## src/rtl/wsc_pkg.sv

```systemverilog
// package of constants for the cellular module sideband control block
package wsc_pkg;
    // clock rate of the internal reference clock
    localparam int unsigned CLK_HZ = 125000000;
    // wake pulse length in milliseconds
    localparam int unsigned WAKE_PULSE_MS = 1000;
    // card supply delay in milliseconds
    localparam int unsigned CARD_DELAY_MS = 2000;
    // cycle counts derived from the rate
    localparam int unsigned WAKE_CYCLES = (CLK_HZ / 1000) * WAKE_PULSE_MS;
    localparam int unsigned CARD_CYCLES = (CLK_HZ / 1000) * CARD_DELAY_MS;
    // timer width, wide enough for the longest count
    localparam int unsigned TMR_W = 28;
    // antenna code width and band groups
    localparam int unsigned ANT_W = 4;
    localparam int unsigned BAND_W = 2;
    // values after reset
    localparam logic [ANT_W-1:0] ANT_RESET = 4'h0;
    // antenna code per band group after reset, bit 0 is the first control line
    localparam logic [ANT_W-1:0] ANT_BAND0 = 4'h0;
    localparam logic [ANT_W-1:0] ANT_BAND1 = 4'h2;
    localparam logic [ANT_W-1:0] ANT_BAND2 = 4'h1;
    localparam logic [ANT_W-1:0] ANT_BAND3 = 4'h3;
    localparam logic [1:0] SYNC_RESET_LO = 2'h0;
    localparam logic [1:0] SYNC_RESET_HI = 2'h3;
    // tuner modes
    typedef enum logic
    {
        WSC_TUNER_LAPTOP,
        WSC_TUNER_TABLET
    } wsc_tuner_e;
endpackage

```

## src/rtl/wsc_top.sv

```systemverilog
// sideband control logic of the cellular module: wake, power back-off, card, antenna, reset
`timescale 1ns/100ps
module wsc_top
#(
    // pulse and delay lengths in clock cycles, shortened only in simulation
    parameter int unsigned WAKE_LEN = wsc_pkg::WAKE_CYCLES,
    parameter int unsigned CARD_LEN = wsc_pkg::CARD_CYCLES
)
(
    input wire logic MCLK,
    input wire logic RESET,
    input wire logic RESET_N,
    input wire logic WAKE_REQ,
    output logic HOST_WAKE_OUT_N_O,
    output logic HOST_WAKE_OUT_N_OE,
    input wire logic TX_POWER_REDUCE_IN_N,
    input wire logic LIMIT_VALID,
    input wire logic [7:0] LIMIT_VALUE,
    output logic BACKOFF_ACTIVE,
    output logic [7:0] TX_POWER_LIMIT,
    output logic BACKOFF_EVENT,
    input wire logic CARD_PRESENT_IN,
    output logic CARD_INSERT_EVENT,
    output logic CARD_REMOVE_EVENT,
    output logic CARD_PRESENT,
    output logic CARD_SUPPLY_EN,
    input wire logic ANT_TABLE_WE,
    input wire logic [wsc_pkg::BAND_W-1:0] ANT_TABLE_ADDR,
    input wire logic [wsc_pkg::ANT_W-1:0] ANT_TABLE_DATA,
    input wire logic [wsc_pkg::BAND_W-1:0] BAND_GROUP,
    output logic [wsc_pkg::ANT_W-1:0] ANTENNA_CODE_OUT,
    input wire logic TUNER_MODE_IN,
    output wsc_pkg::wsc_tuner_e TUNER_MODE_SELECT,
    input wire logic FULL_CARD_POWER_OFF_IN_N,
    output logic MODULE_POWER_ON
);
    import wsc_pkg::*;

    // internal reset: block reset or hard reset pin, both asynchronous
    logic rst;
    assign rst = RESET | ~RESET_N;

    // synchroniser stages: bit 1 first flop, bit 0 second flop
    logic [1:0] red_sync_r; // power reduce, idles high
    logic [1:0] card_sync_r; // card detect
    logic [1:0] tuner_sync_r; // tuner mode
    logic [1:0] poff_sync_r; // power-off input
    logic red_q_r; // previous synced power reduce
    logic card_q_r; // previous synced card detect

    // two-flop synchronisers on the power reduce, card detect, tuner mode and power-off inputs
    always_ff @(posedge MCLK or posedge rst)
    begin
        if (rst)
        begin
            red_sync_r <= SYNC_RESET_HI;
            card_sync_r <= SYNC_RESET_LO;
            tuner_sync_r <= SYNC_RESET_LO;
            poff_sync_r <= SYNC_RESET_LO;
            red_q_r <= 1'b1;
            card_q_r <= 1'b0;
        end
        else
        begin
            red_sync_r <= {TX_POWER_REDUCE_IN_N, red_sync_r[1]};
            card_sync_r <= {CARD_PRESENT_IN, card_sync_r[1]};
            tuner_sync_r <= {TUNER_MODE_IN, tuner_sync_r[1]};
            poff_sync_r <= {FULL_CARD_POWER_OFF_IN_N, poff_sync_r[1]};
            red_q_r <= red_sync_r[0];
            card_q_r <= card_sync_r[0];
        end
    end

    // synced levels, read only from the second flop
    logic red_n;
    logic card_in;
    logic power_on;
    assign red_n = red_sync_r[0];
    assign card_in = card_sync_r[0];
    assign power_on = poff_sync_r[0];

    // state registers and next values
    logic [TMR_W-1:0] wake_cnt_r, wake_cnt_nxt; // wake pulse timer
    logic [TMR_W-1:0] card_cnt_r, card_cnt_nxt; // card supply delay timer
    logic supply_r, supply_nxt; // card supply enable
    logic [7:0] limit_r, limit_nxt; // applied power limit
    logic ev_red_r, ev_red_nxt; // back-off event pulse
    logic ev_ins_r, ev_ins_nxt; // insertion event pulse
    logic ev_rem_r, ev_rem_nxt; // removal event pulse
    logic [ANT_W-1:0] ant_tbl_r [2**BAND_W]; // factory antenna table
    logic [ANT_W-1:0] ant_r, ant_nxt; // driven antenna code
    logic tuner_r, tuner_nxt; // tuner mode

    // next-state logic for all timers, events and registered outputs
    always_comb
    begin
        wake_cnt_nxt = wake_cnt_r;
        card_cnt_nxt = card_cnt_r;
        supply_nxt = supply_r;
        limit_nxt = limit_r;
        ev_red_nxt = ~red_n & red_q_r;
        ev_ins_nxt = card_in & ~card_q_r;
        ev_rem_nxt = ~card_in & card_q_r;
        ant_nxt = ant_tbl_r[BAND_GROUP];
        tuner_nxt = tuner_sync_r[0];
        // wake pulse: restart on request, count down otherwise
        if (!power_on)
            wake_cnt_nxt = '0;
        else if (WAKE_REQ)
            wake_cnt_nxt = TMR_W'(WAKE_LEN);
        else if (wake_cnt_r != '0)
            wake_cnt_nxt = wake_cnt_r - 1'b1;
        // card supply delay: restart on insertion, drop on removal
        if (!power_on || !card_in)
        begin
            card_cnt_nxt = '0;
            supply_nxt = 1'b0;
        end
        else if (ev_ins_nxt)
        begin
            card_cnt_nxt = TMR_W'(CARD_LEN);
            supply_nxt = 1'b0;
        end
        else if (card_cnt_r > TMR_W'(1))
            card_cnt_nxt = card_cnt_r - 1'b1;
        else if (card_cnt_r == TMR_W'(1))
        begin
            card_cnt_nxt = '0;
            supply_nxt = 1'b1;
        end
        // power limit taken only while back-off is asserted
        if (!red_n && LIMIT_VALID)
            limit_nxt = LIMIT_VALUE;
    end

    // state registers
    always_ff @(posedge MCLK or posedge rst)
    begin
        if (rst)
        begin
            wake_cnt_r <= '0;
            card_cnt_r <= '0;
            supply_r <= 1'b0;
            limit_r <= 8'h00;
            ev_red_r <= 1'b0;
            ev_ins_r <= 1'b0;
            ev_rem_r <= 1'b0;
            ant_r <= ANT_RESET;
            tuner_r <= 1'b0;
        end
        else
        begin
            wake_cnt_r <= wake_cnt_nxt;
            card_cnt_r <= card_cnt_nxt;
            supply_r <= supply_nxt;
            limit_r <= limit_nxt;
            ev_red_r <= ev_red_nxt;
            ev_ins_r <= ev_ins_nxt;
            ev_rem_r <= ev_rem_nxt;
            ant_r <= ant_nxt;
            tuner_r <= tuner_nxt;
        end
    end

    // factory table: reset to the default band mapping, writable per band
    always_ff @(posedge MCLK or posedge rst)
    begin
        if (rst)
        begin
            ant_tbl_r[0] <= ANT_BAND0; // 880-960 MHz, both lines low
            ant_tbl_r[1] <= ANT_BAND1; // 791-894 MHz, second line high
            ant_tbl_r[2] <= ANT_BAND2; // 746-787 MHz, first line high
            ant_tbl_r[3] <= ANT_BAND3; // 704-746 MHz, both lines high
        end
        else if (ANT_TABLE_WE)
            ant_tbl_r[ANT_TABLE_ADDR] <= ANT_TABLE_DATA;
    end

    // open-drain wake: drive low only, otherwise release
    assign HOST_WAKE_OUT_N_O = 1'b0;
    assign HOST_WAKE_OUT_N_OE = (wake_cnt_r != '0);
    assign BACKOFF_ACTIVE = ~red_n & power_on;
    assign TX_POWER_LIMIT = limit_r;
    assign BACKOFF_EVENT = ev_red_r;
    assign CARD_INSERT_EVENT = ev_ins_r;
    assign CARD_REMOVE_EVENT = ev_rem_r;
    assign CARD_PRESENT = card_in;
    assign CARD_SUPPLY_EN = supply_r;
    assign ANTENNA_CODE_OUT = ant_r;
    assign TUNER_MODE_SELECT = wsc_tuner_e'(tuner_r);
    assign MODULE_POWER_ON = power_on;

    // wake pulse lasts while counter nonzero, starts right after request
    property p_wake_start;
        @(posedge MCLK) disable iff (rst)
        (WAKE_REQ && power_on) |=> HOST_WAKE_OUT_N_OE;
    endproperty
    a_wake_start: assert property (p_wake_start) else $error("wake pulse not started");

    // open drain never drives high
    property p_wake_od;
        @(posedge MCLK) disable iff (rst)
        HOST_WAKE_OUT_N_O == 1'b0;
    endproperty
    a_wake_od: assert property (p_wake_od) else $error("wake line driven high");

    // a wake countdown ends in release
    property p_wake_end;
        @(posedge MCLK) disable iff (rst)
        (wake_cnt_r == TMR_W'(1) && !WAKE_REQ) |=> !HOST_WAKE_OUT_N_OE;
    endproperty
    a_wake_end: assert property (p_wake_end) else $error("wake not released");

    // insertion event follows a rising synced card level
    property p_ins;
        @(posedge MCLK) disable iff (rst)
        $rose(card_in) |=> CARD_INSERT_EVENT;
    endproperty
    a_ins: assert property (p_ins) else $error("insert event missing");

    // removal event follows a falling synced card level
    property p_rem;
        @(posedge MCLK) disable iff (rst)
        $fell(card_in) |=> CARD_REMOVE_EVENT && !CARD_SUPPLY_EN;
    endproperty
    a_rem: assert property (p_rem) else $error("remove event missing");

    // supply never rises without a full delay counted down
    property p_supply;
        @(posedge MCLK) disable iff (rst)
        $rose(CARD_SUPPLY_EN) |-> $past(card_cnt_r) == TMR_W'(1);
    endproperty
    a_supply: assert property (p_supply) else $error("supply early");

    // back-off event on falling power reduce
    property p_backoff_ev;
        @(posedge MCLK) disable iff (rst)
        $fell(red_n) |=> BACKOFF_EVENT;
    endproperty
    a_backoff_ev: assert property (p_backoff_ev) else $error("backoff event missing");

    // limit only changes while back-off asserted
    property p_limit;
        @(posedge MCLK) disable iff (rst)
        red_n |=> $stable(TX_POWER_LIMIT);
    endproperty
    a_limit: assert property (p_limit) else $error("limit changed without backoff");

    // powered off holds supply and wake quiet
    property p_poff;
        @(posedge MCLK) disable iff (rst)
        !power_on |=> !CARD_SUPPLY_EN && !HOST_WAKE_OUT_N_OE;
    endproperty
    a_poff: assert property (p_poff) else $error("activity while off");
endmodule

```

## config.mk

```make
export PLATFORM = sky130hd
export DESIGN_NAME = wsc_top
export DESIGN_NICKNAME = d
export VERILOG_FILES = /design/src/rtl/wsc_pkg.sv /design/src/rtl/wsc_top.sv
export SDC_FILE = /design/constraint.sdc
export NUM_CORES = 1
export LEC_CHECK = 0
export ABC_AREA = 1
export BUFFER_PORTS_ARGS = -buffer_cell sky130_fd_sc_hd__clkbuf_2
export CAP_MARGIN = 20
export CORE_MARGIN = 1.5
export CORE_UTILIZATION = 60
export DETAILED_ROUTE_END_ITERATION = 8
export GPL_ROUTABILITY_DRIVEN = 0
export PLACE_DENSITY = 0.89
export SYNTH_ARGS = -nofsm -noshare
export SYNTH_HDL_FRONTEND = slang
export SYNTH_SLANG_ARGS = --single-unit
```

## constraint.sdc

```tcl
create_clock -name MCLK -period 19.05 [get_ports MCLK]
set_clock_uncertainty 0.15 [all_clocks]
set_input_delay 2.8575 -clock MCLK [delete_from_list [all_inputs] [get_ports MCLK]]
set_output_delay 2.8575 -clock MCLK [all_outputs]
set_load 0.02 [all_outputs]
```

Word level (Yosys, flattened, before mapping)
Index checks and enable logic that the tools add are counted.
Storage, ports and cells
  RAM bits: 0
  register bits: 99
  bits in latches: 0
  bits in read-only memories: 0
  memories: 0
Operators by class
  muxes and demuxes: 17
  $add $sub $neg: 2
  magnitude comparators: 4
  reduce and logical (&&, ||, !) cells: 10
  bitwise gates (word level): 11
  shift-type cells: 0
  divide/modulo/power cells: 0
  equal/unequal tests: 3
  $mul: 0
Operators with widths (number)
  two-way mux 28 bit: 7
  subtractor 28 x 1 -> 28 bit, second input constant: 2
  equality test 28 x 1 -> 1 bit, second input constant: 1
  > comparator 28 x 1 -> 1 bit, second input constant: 1
  nonzero test 28 bit: 1
  bitwise mux 16 bit: 1
  two-way mux 4 bit: 3
  binary-select mux 4 bit (select 2 bit): 1
  demux 4 bit (select 2 bit): 1
  greater-or-equal comparator 3 bit, second input constant: 2
  != test 3 bit, second input constant: 2
  inverter 2 -> 3 bit: 2
  AND 1 bit: 4
  two-way mux 1 bit: 4
  inverter 1 bit: 4
  nonzero test 4 bit: 1
  logical NOT 1 bit: 3
  less-than comparator 3 x 1 -> 1 bit, second input constant: 1
  nonzero test 3 bit: 1
  logical AND 1 bit: 2
  AND reduction 2 bit: 1
  logical OR 1 bit: 1
  OR 1 bit: 1

Longest topological paths before layout
Gate-level depths: netlist of the first run.
  depth after elaboration: 6
  depth in mapped cells: 11
  mapped depth without buffers: 11

Worst setup path before layout of the first run
OpenSTA, ideal clock, no wires.
  path kind: reg-to-output
  start point: reg wake_cnt_r[0]
  end point: out HOST_WAKE_OUT_N_OE
  setup slack: 14.862 ns
  data required time: 16.042 ns
  buffers on the path: 0
  stages on the path, launching flop included: 8
  data arrival time: 1.180 ns
  cells stage by stage: dfrtp_1 inv_1 ha_1 nand3_1 nor2_1 nand2_1 nor2_8 inv_2
On the way
  cells in the longest elaborated chain, start to end: 1
Ends and longest elaborated chain
  start: declaration: line wsc_top.sv:83  | logic [TMR_W-1:0] wake_cnt_r, wake_cnt_nxt;
  start signal: assignment: line wsc_top.sv:153  | wake_cnt_r <= wake_cnt_nxt;
  nonzero test 28 bit: line wsc_top.sv:181  | assign HOST_WAKE_OUT_N_OE = (wake_cnt_r != '0);
  end: declaration: line wsc_top.sv:15  | output logic HOST_WAKE_OUT_N_OE,
Every way passes these cells.

Worst setup path in the final report of the first run
Same ends and word-level chain as after synthesis.

==> out/metrics.cfg, run 1 <==
[yosys]
synthTopCellsByArea = dfrtp_1, nand2_1, nor2_1
yosysTopAreaCell = dfrtp_1
synth_top_area_share_pct = 44.1
synth_enable_flop_cells = 0
synth.top_cells.by_count = nand2_1, nor2_1, dfrtp_1, inv_1, o21ai_0
syn_nets = 684
ys_seq_elements = 99
synthFlopType = dfrtp_1
ys_seq_area_share_pct = 47.6
syn_area_per_cell_um2 = 7.99
yosys_warnings = 0
yosysUniqueCellTypes = 40
syn_area_mm2 = 0.00522
async_flop_share_pct = 100
yosys.cell_count.top_type = nand2_1
synthCells = 654

[layout]
drive_above_1_share_pct = 17.5
syn2layout_area_growth_pct = 10.3
diodes = 0
fin_nets = 733
design_area_mm2 = 0.00576

[worst_setup_path]
max_stage_delay_ps = 400
startpoint = wake_cnt_r[0]
critical_path_class = reg2out
cp-end-kind = primary output
endpoint = HOST_WAKE_OUT_N_OE
rrSetupSlack_ps = 16970
reg2reg_depth = 9
cp-start-kind = register
rr_startpoint = card_cnt_r[0]
cp.depth = 8
worstPathArrival_ps = 1870
required_ps = 16040
timing.rr.end = card_cnt_r[20]
worstPathCellList = inv_1 > ha_1 > nand3_1 > nor2_1 > nand2_1 > nor2_8 > inv_2 > clkbuf_2
worstPathMaxFanout = 10
cp_num_buf_inv = 3
crit_family = simple AND/OR/NAND/NOR gates
crit_path_top_delay_cell = dfrtp_1

[place]
place_area_mm2 = 0.00556
hpwl_um = 8310
port_buffers = 46

[sta]
worstMarginPinSlew_ps = 807
finalHoldViolCount = 0
timing.fmax_ghz = 0.205
max_slew_margin_pct = 46.1
min_period_ps = 4880
rsz0062_at_grt = false
setup_viol = 0
fin_tns_setup_ps = 0
min_period_over_period_pct = 25.6
maxSlewViolCount = 0
hold_ws_ps = 210

[global_route]
grt_max_degree = 54
grt_pass1_wl_um = 19900
grt.overflow.total = 0
antenna_found_initial = 0
grt_pass1_vias = 4542
track_usage_pct = 27.8

[floorplan]
die_w_um = 96.3
dieArea_mm2 = 0.00927
floorplan.initialDensity_pct = 62.6
rows = 33
die_height_um = 96.3
ios = 48
coreArea_mm2 = 0.00834

[cts]
cts_inserted_buffers = 9
clkLatencyLatePin_ps = 380
path_clk_slew_ps = 110
cts-resized-gates = 0
h-tree-depth = 3
hold_buffers = 0
clock-sinks = 99
cts_buffer_depth = 2
cts_tree = yes
post_cts_buffers = 0
clockRootBuffer = clkbuf_8

[hold_path]
hp-class = reg2reg

[detailed_routing]
antenna_left = 0
vias = 4656
drt_iter0_drc = 385
first_pass_iters = 5
route.detailed.drc = 0
wire_per_inst_um = 14.4
avgViaCountPerCell = 5.73
wl_um = 11700

[pwr]
leakagePower_nw = 2.98
ir_drop_mv = 0.0747
p_total_w = 0.000587
p_per_area_mw_per_mm2 = 102

[run_status]
status = complete, no violations

[run]
cap_viol_max_count = 0

==> cells in the final DEF (no fill, tap or decap), types with 4 or more instances in the layout <==
master    Yosys  layout
dfrtp_1      92      92
nand3_1      42      42
nand3b_1      4       4
o21bai_1      4       4
nand2_1     125     125
a31oi_1       6       6
nand4_1      15      15
nand2_2      12      12
mux2_2        8       8
xnor2_1       7       7
nor4_1        5       5
nand3_2       4       4
dfstp_2       7       7
clkbuf_8      0      10
ha_1          4       4
nor2_4        8       9
o21ai_0      44      44
nor3_1       12      12
nor2_2       12      12
clkbuf_2      0      46
nor2_1      106     105
o22ai_1       4       4
xor2_1        6       6
inv_1        77      77
a21oi_1      23      23
==> where the power goes <==
group	switching (W)	internal (W)	leakage, nW
Clock	0.0000821	0.0000551	0.101
Combinational	0.000132	0.0000667	1.60
Sequential	0.0000174	0.000233	1.28
==> sequential cells by signal, summed over array words and instances (netlist names), 2 cells and up <==
signal	count
ANTENNA_CODE_OUT	4
ant_tbl_r	16
red_sync_r	2
TX_POWER_LIMIT	8
wake_cnt_r	28
card_sync_r	2
poff_sync_r	2
card_cnt_r	28
tuner_sync_r	2
==> kinds of logic (layout without fill, tap and decap cells) <==
logic type | count (synthesis) | count (layout) | share of synthesized area, %
xor+xnor | 13 | 13 | 2.18
simple gates | 353 | 353 | 31.8
other cells | 1 | 1 | 0.0718
compound gates | 86 | 86 | 8.91
mux | 8 | 8 | 1.73
fa+ha+maj | 4 | 4 | 0.958
buf+inv | 90 | 144 | 6.78
flops | 99 | 99 | 47.6
==> layout make-up <==
class / instances / area [µm²]
Clock buffer: 10 / 138
Sequential cell: 99 / 2490
Timing Repair Buffer: 48 / 245
Fill cell: 680 / 2580
Tap cell: 105 / 131
Clock inverter: 6 / 68.8
Inverter: 80 / 303
Multi-Input combinational cell: 465 / 2390
==> per-stage QoR <==
| stage | worst slack, ps | utilization, % | std cells |
|---|---|---|---|
| 2_1_floorplan | 10190 | - | 654 |
| 3_3_place_gp | 14670 | 66.6 | 797 |
| 6_report | 14170 | 69.1 | 813 |
| 3_5_place_dp | 14600 | 66.6 | 797 |
| 4_1_cts | 14170 | 69.1 | 813 |
| 5_1_grt | 14030 | 69.1 | 813 |
==> per-layer routing <==
layer	GRT usage (%)	wire [µm]	up-vias
li1	-	-	2215
met1	34.6	4800	2222
met2	47.9	5890	193
met3	4.66	756	26
met4	11.5	233	0
met5	0	0	-
==> worst min path at each step <==
stage / startpoint / end / slack (ps) / cells after the start
detailed placement: card_sync_r[1] / card_sync_r[0] / 190 / 0
global route: red_sync_r[1] / red_sync_r[0] / 220 / 0
floorplan: tuner_sync_r[0] / TUNER_MODE_SELECT / 180 / 0
global placement: poff_sync_r[1] / poff_sync_r[0] / 180 / 0
CTS: card_sync_r[1] / card_sync_r[0] / 220 / 0
finish: card_sync_r[1] / card_sync_r[0] / 210 / 0
Note: power is estimated with default switching activity, not from simulation.
==> inputs of run 2 (changes only) <==
- CORE_UTILIZATION: 60 -> 54
- PLACE_DENSITY: 0.89 -> 0.85
- clock period: 19.05 -> 4 ns (I/O delays scaled with it)
==> out/metrics.cfg, run 2 (same netlist as run 1, synthesis figures left out) <==
[sta]
worstMarginPinSlew_ps = 806  ; -1.39 ps
min_period_over_period_pct = 64.2
setup_ws_ps = 1430  ; -12740 ps
setup_viol = 0  ; unchanged
min_period_ps = 2570
fin_tns_setup_ps = 0  ; unchanged
rsz0062_at_grt = false
timing.fmax_ghz = 0.389
maxSlewViolCount = 0  ; unchanged
max_slew_margin_pct = 46.1  ; +0.093 points
finalHoldViolCount = 0  ; unchanged

[layout]
top_regs = card_cnt_r x28, wake_cnt_r x28, ant_tbl_r x16
syn2layout_area_growth_pct = 11.0
final_core_util_pct = 62.1  ; -6.9 points
design_area_mm2 = 0.00580  ; +0.59%
fill_cells = 842  ; +24%
layout_common_cells = nand2_1, nor2_1, dfrtp_1
diodes = 0  ; unchanged
fin_nets = 733  ; unchanged
drive_above_1_share_pct = 17.4  ; -0.14 points
final_common_cell = nand2_1

[cts]
h-tree-depth = 3  ; unchanged
clkLatencyLatePin_ps = 380  ; about the same
clockRootBuffer = clkbuf_8
path_clk_slew_ps = 100  ; about the same
cts_inserted_buffers = 9  ; unchanged
cts_buffer_depth = 2  ; unchanged
post_cts_buffers = 0  ; unchanged
hold_buffers = 0  ; unchanged
cts-resized-gates = 0  ; unchanged
cts_tree = yes
clock-sinks = 99  ; unchanged

[worst_setup_path]
worstPathArrival_ps = 1820  ; -50 ps
worstPathMaxFanout = 10  ; unchanged
max_stage_delay_ps = 390  ; about the same
crit_path_top_delay_cell = dfrtp_1
required_ps = 3250  ; -12790 ps
worstPathCellList = inv_1 > ha_1 > nand3_1 > nor2_1 > nand2_1 > nor2_8 > inv_2 > clkbuf_2
critical_path_class = reg2out
cp-start-kind = register
cp-end-kind = primary output
reg2reg_depth = 9  ; unchanged

[hold_path]
hp-class = in2reg
hold_path_depth = 1  ; +1

[global_route]
track_usage_pct = 24.4  ; -3.4 points
grt.overflow.total = 0  ; unchanged
grt_max_degree = 45  ; -17%
grt_pass1_wl_um = 19900  ; -0.45%
antenna_found_initial = 0  ; unchanged
grt_pass1_vias = 4473  ; -1.5%

[place]
hpwl_um = 8530  ; +2.6%
place_area_mm2 = 0.00559  ; +0.54%
port_buffers = 46  ; unchanged
dpl_worst_slack_ps = 1840  ; -12760 ps

[pwr]
power.internal_w = 0.00173  ; +390%
ir_drop_mv = 0.367  ; +390%
leakagePower_nw = 2.98  ; about the same
switchingPower_w = 0.00110  ; +370%
switching_share_pct = 38.8  ; -0.70 points
p_per_area_mw_per_mm2 = 488  ; +380%
clkPwrFrac_pct = 24.5  ; +1.1 points
seqPwrFrac_pct = 42.1  ; -0.6 points
power_frac_comb_pct = 33.5  ; -0.4 points

[detailed_routing]
drt_iter0_drc = 257  ; -33%
antenna_left = 0  ; unchanged
wl_um = 11700  ; +0.55%
route.detailed.drc = 0  ; unchanged
avgViaCountPerCell = 5.46  ; -4.7%
wire_per_inst_um = 14.0  ; -2.3%
vias = 4567  ; -1.9%
first_pass_iters = 5  ; unchanged

[floorplan]
ios = 48  ; unchanged
coreArea_mm2 = 0.00933  ; +12%
dieArea_mm2 = 0.0103  ; +11%
rows = 35  ; +6.1%
floorplan.initialDensity_pct = 56.0  ; -6.6 points
die_w_um = 101  ; +5.2%
die_height_um = 101  ; +5.2%

[run_status]
status = complete, no violations

[run]
cap_viol_max_count = 0  ; unchanged

run 2: changes by cell type in the layout (fill, tap and decap cells not counted), sizes merged:
cell / previous run / this run
bufinv: 0 / 1
clkinv: 2 / 1
run 2: worst paths after layout:
check                                           from                  end  slack, ps
min in group asynchronous                      RESET  ANTENNA_CODE_OUT[3]        180
worst max register to register         card_cnt_r[0]       card_cnt_r[14]       1930
worst min register to register        poff_sync_r[1]       poff_sync_r[0]        210
worst min-delay path            TX_POWER_REDUCE_IN_N        red_sync_r[1]        150
worst max-delay path                   wake_cnt_r[0]   HOST_WAKE_OUT_N_OE       1430
max in group asynchronous                    RESET_N       wake_cnt_r[19]       2510
run 2: power by group through the flow:
stage / logic (W) / registers [W] / clock network [W]
3_5_place_dp: 0.000933 / 0.00121 / 0
3_3_place_gp: 0.000895 / 0.00120 / 0
2_1_floorplan: 0.000725 / 0.00121 / 0
5_1_grt: 0.00106 / 0.00120 / 0.000747
4_1_cts: 0.000940 / 0.00119 / 0.000709
6_report: 0.000947 / 0.00119 / 0.000692
run 2: critical path: cells and delay by family, from the launching register on:
kind,cells,cell delay (ps)
and+or+nand+nor,4,510
DFF,1,390
buffers and inverters,3,370
adders and majority gates,1,180
run 2: layout make-up:
class,count,area [µm²],area share [%]
Sequential cell,99,2490,42.9
Tap cell,129,161,2.78
Multi-Input combinational cell,465,2390,41.2
Timing Repair Buffer,48,245,4.23
Clock buffer,10,128,2.20
Inverter,80,303,5.22
Clock inverter,6,82.6,1.42
run 2: through the flow:
step,power [W],instances,hold WS (ps)
global placement,0.00210,821,183
detailed placement,0.00214,821,186
floorplan,0.00194,654,181
CTS,0.00284,837,139
global route,0.00301,837,139
finish,0.00283,837,151
run 2: per-layer routing:
layer  track usage [%]  routed length, µm  share of wire [%]
met1              31.8               5170                 44
met2              40.4               5740                 49
met3              4.76                628                5.4
met4              9.72                193                1.6
met5                 0                  0                  0
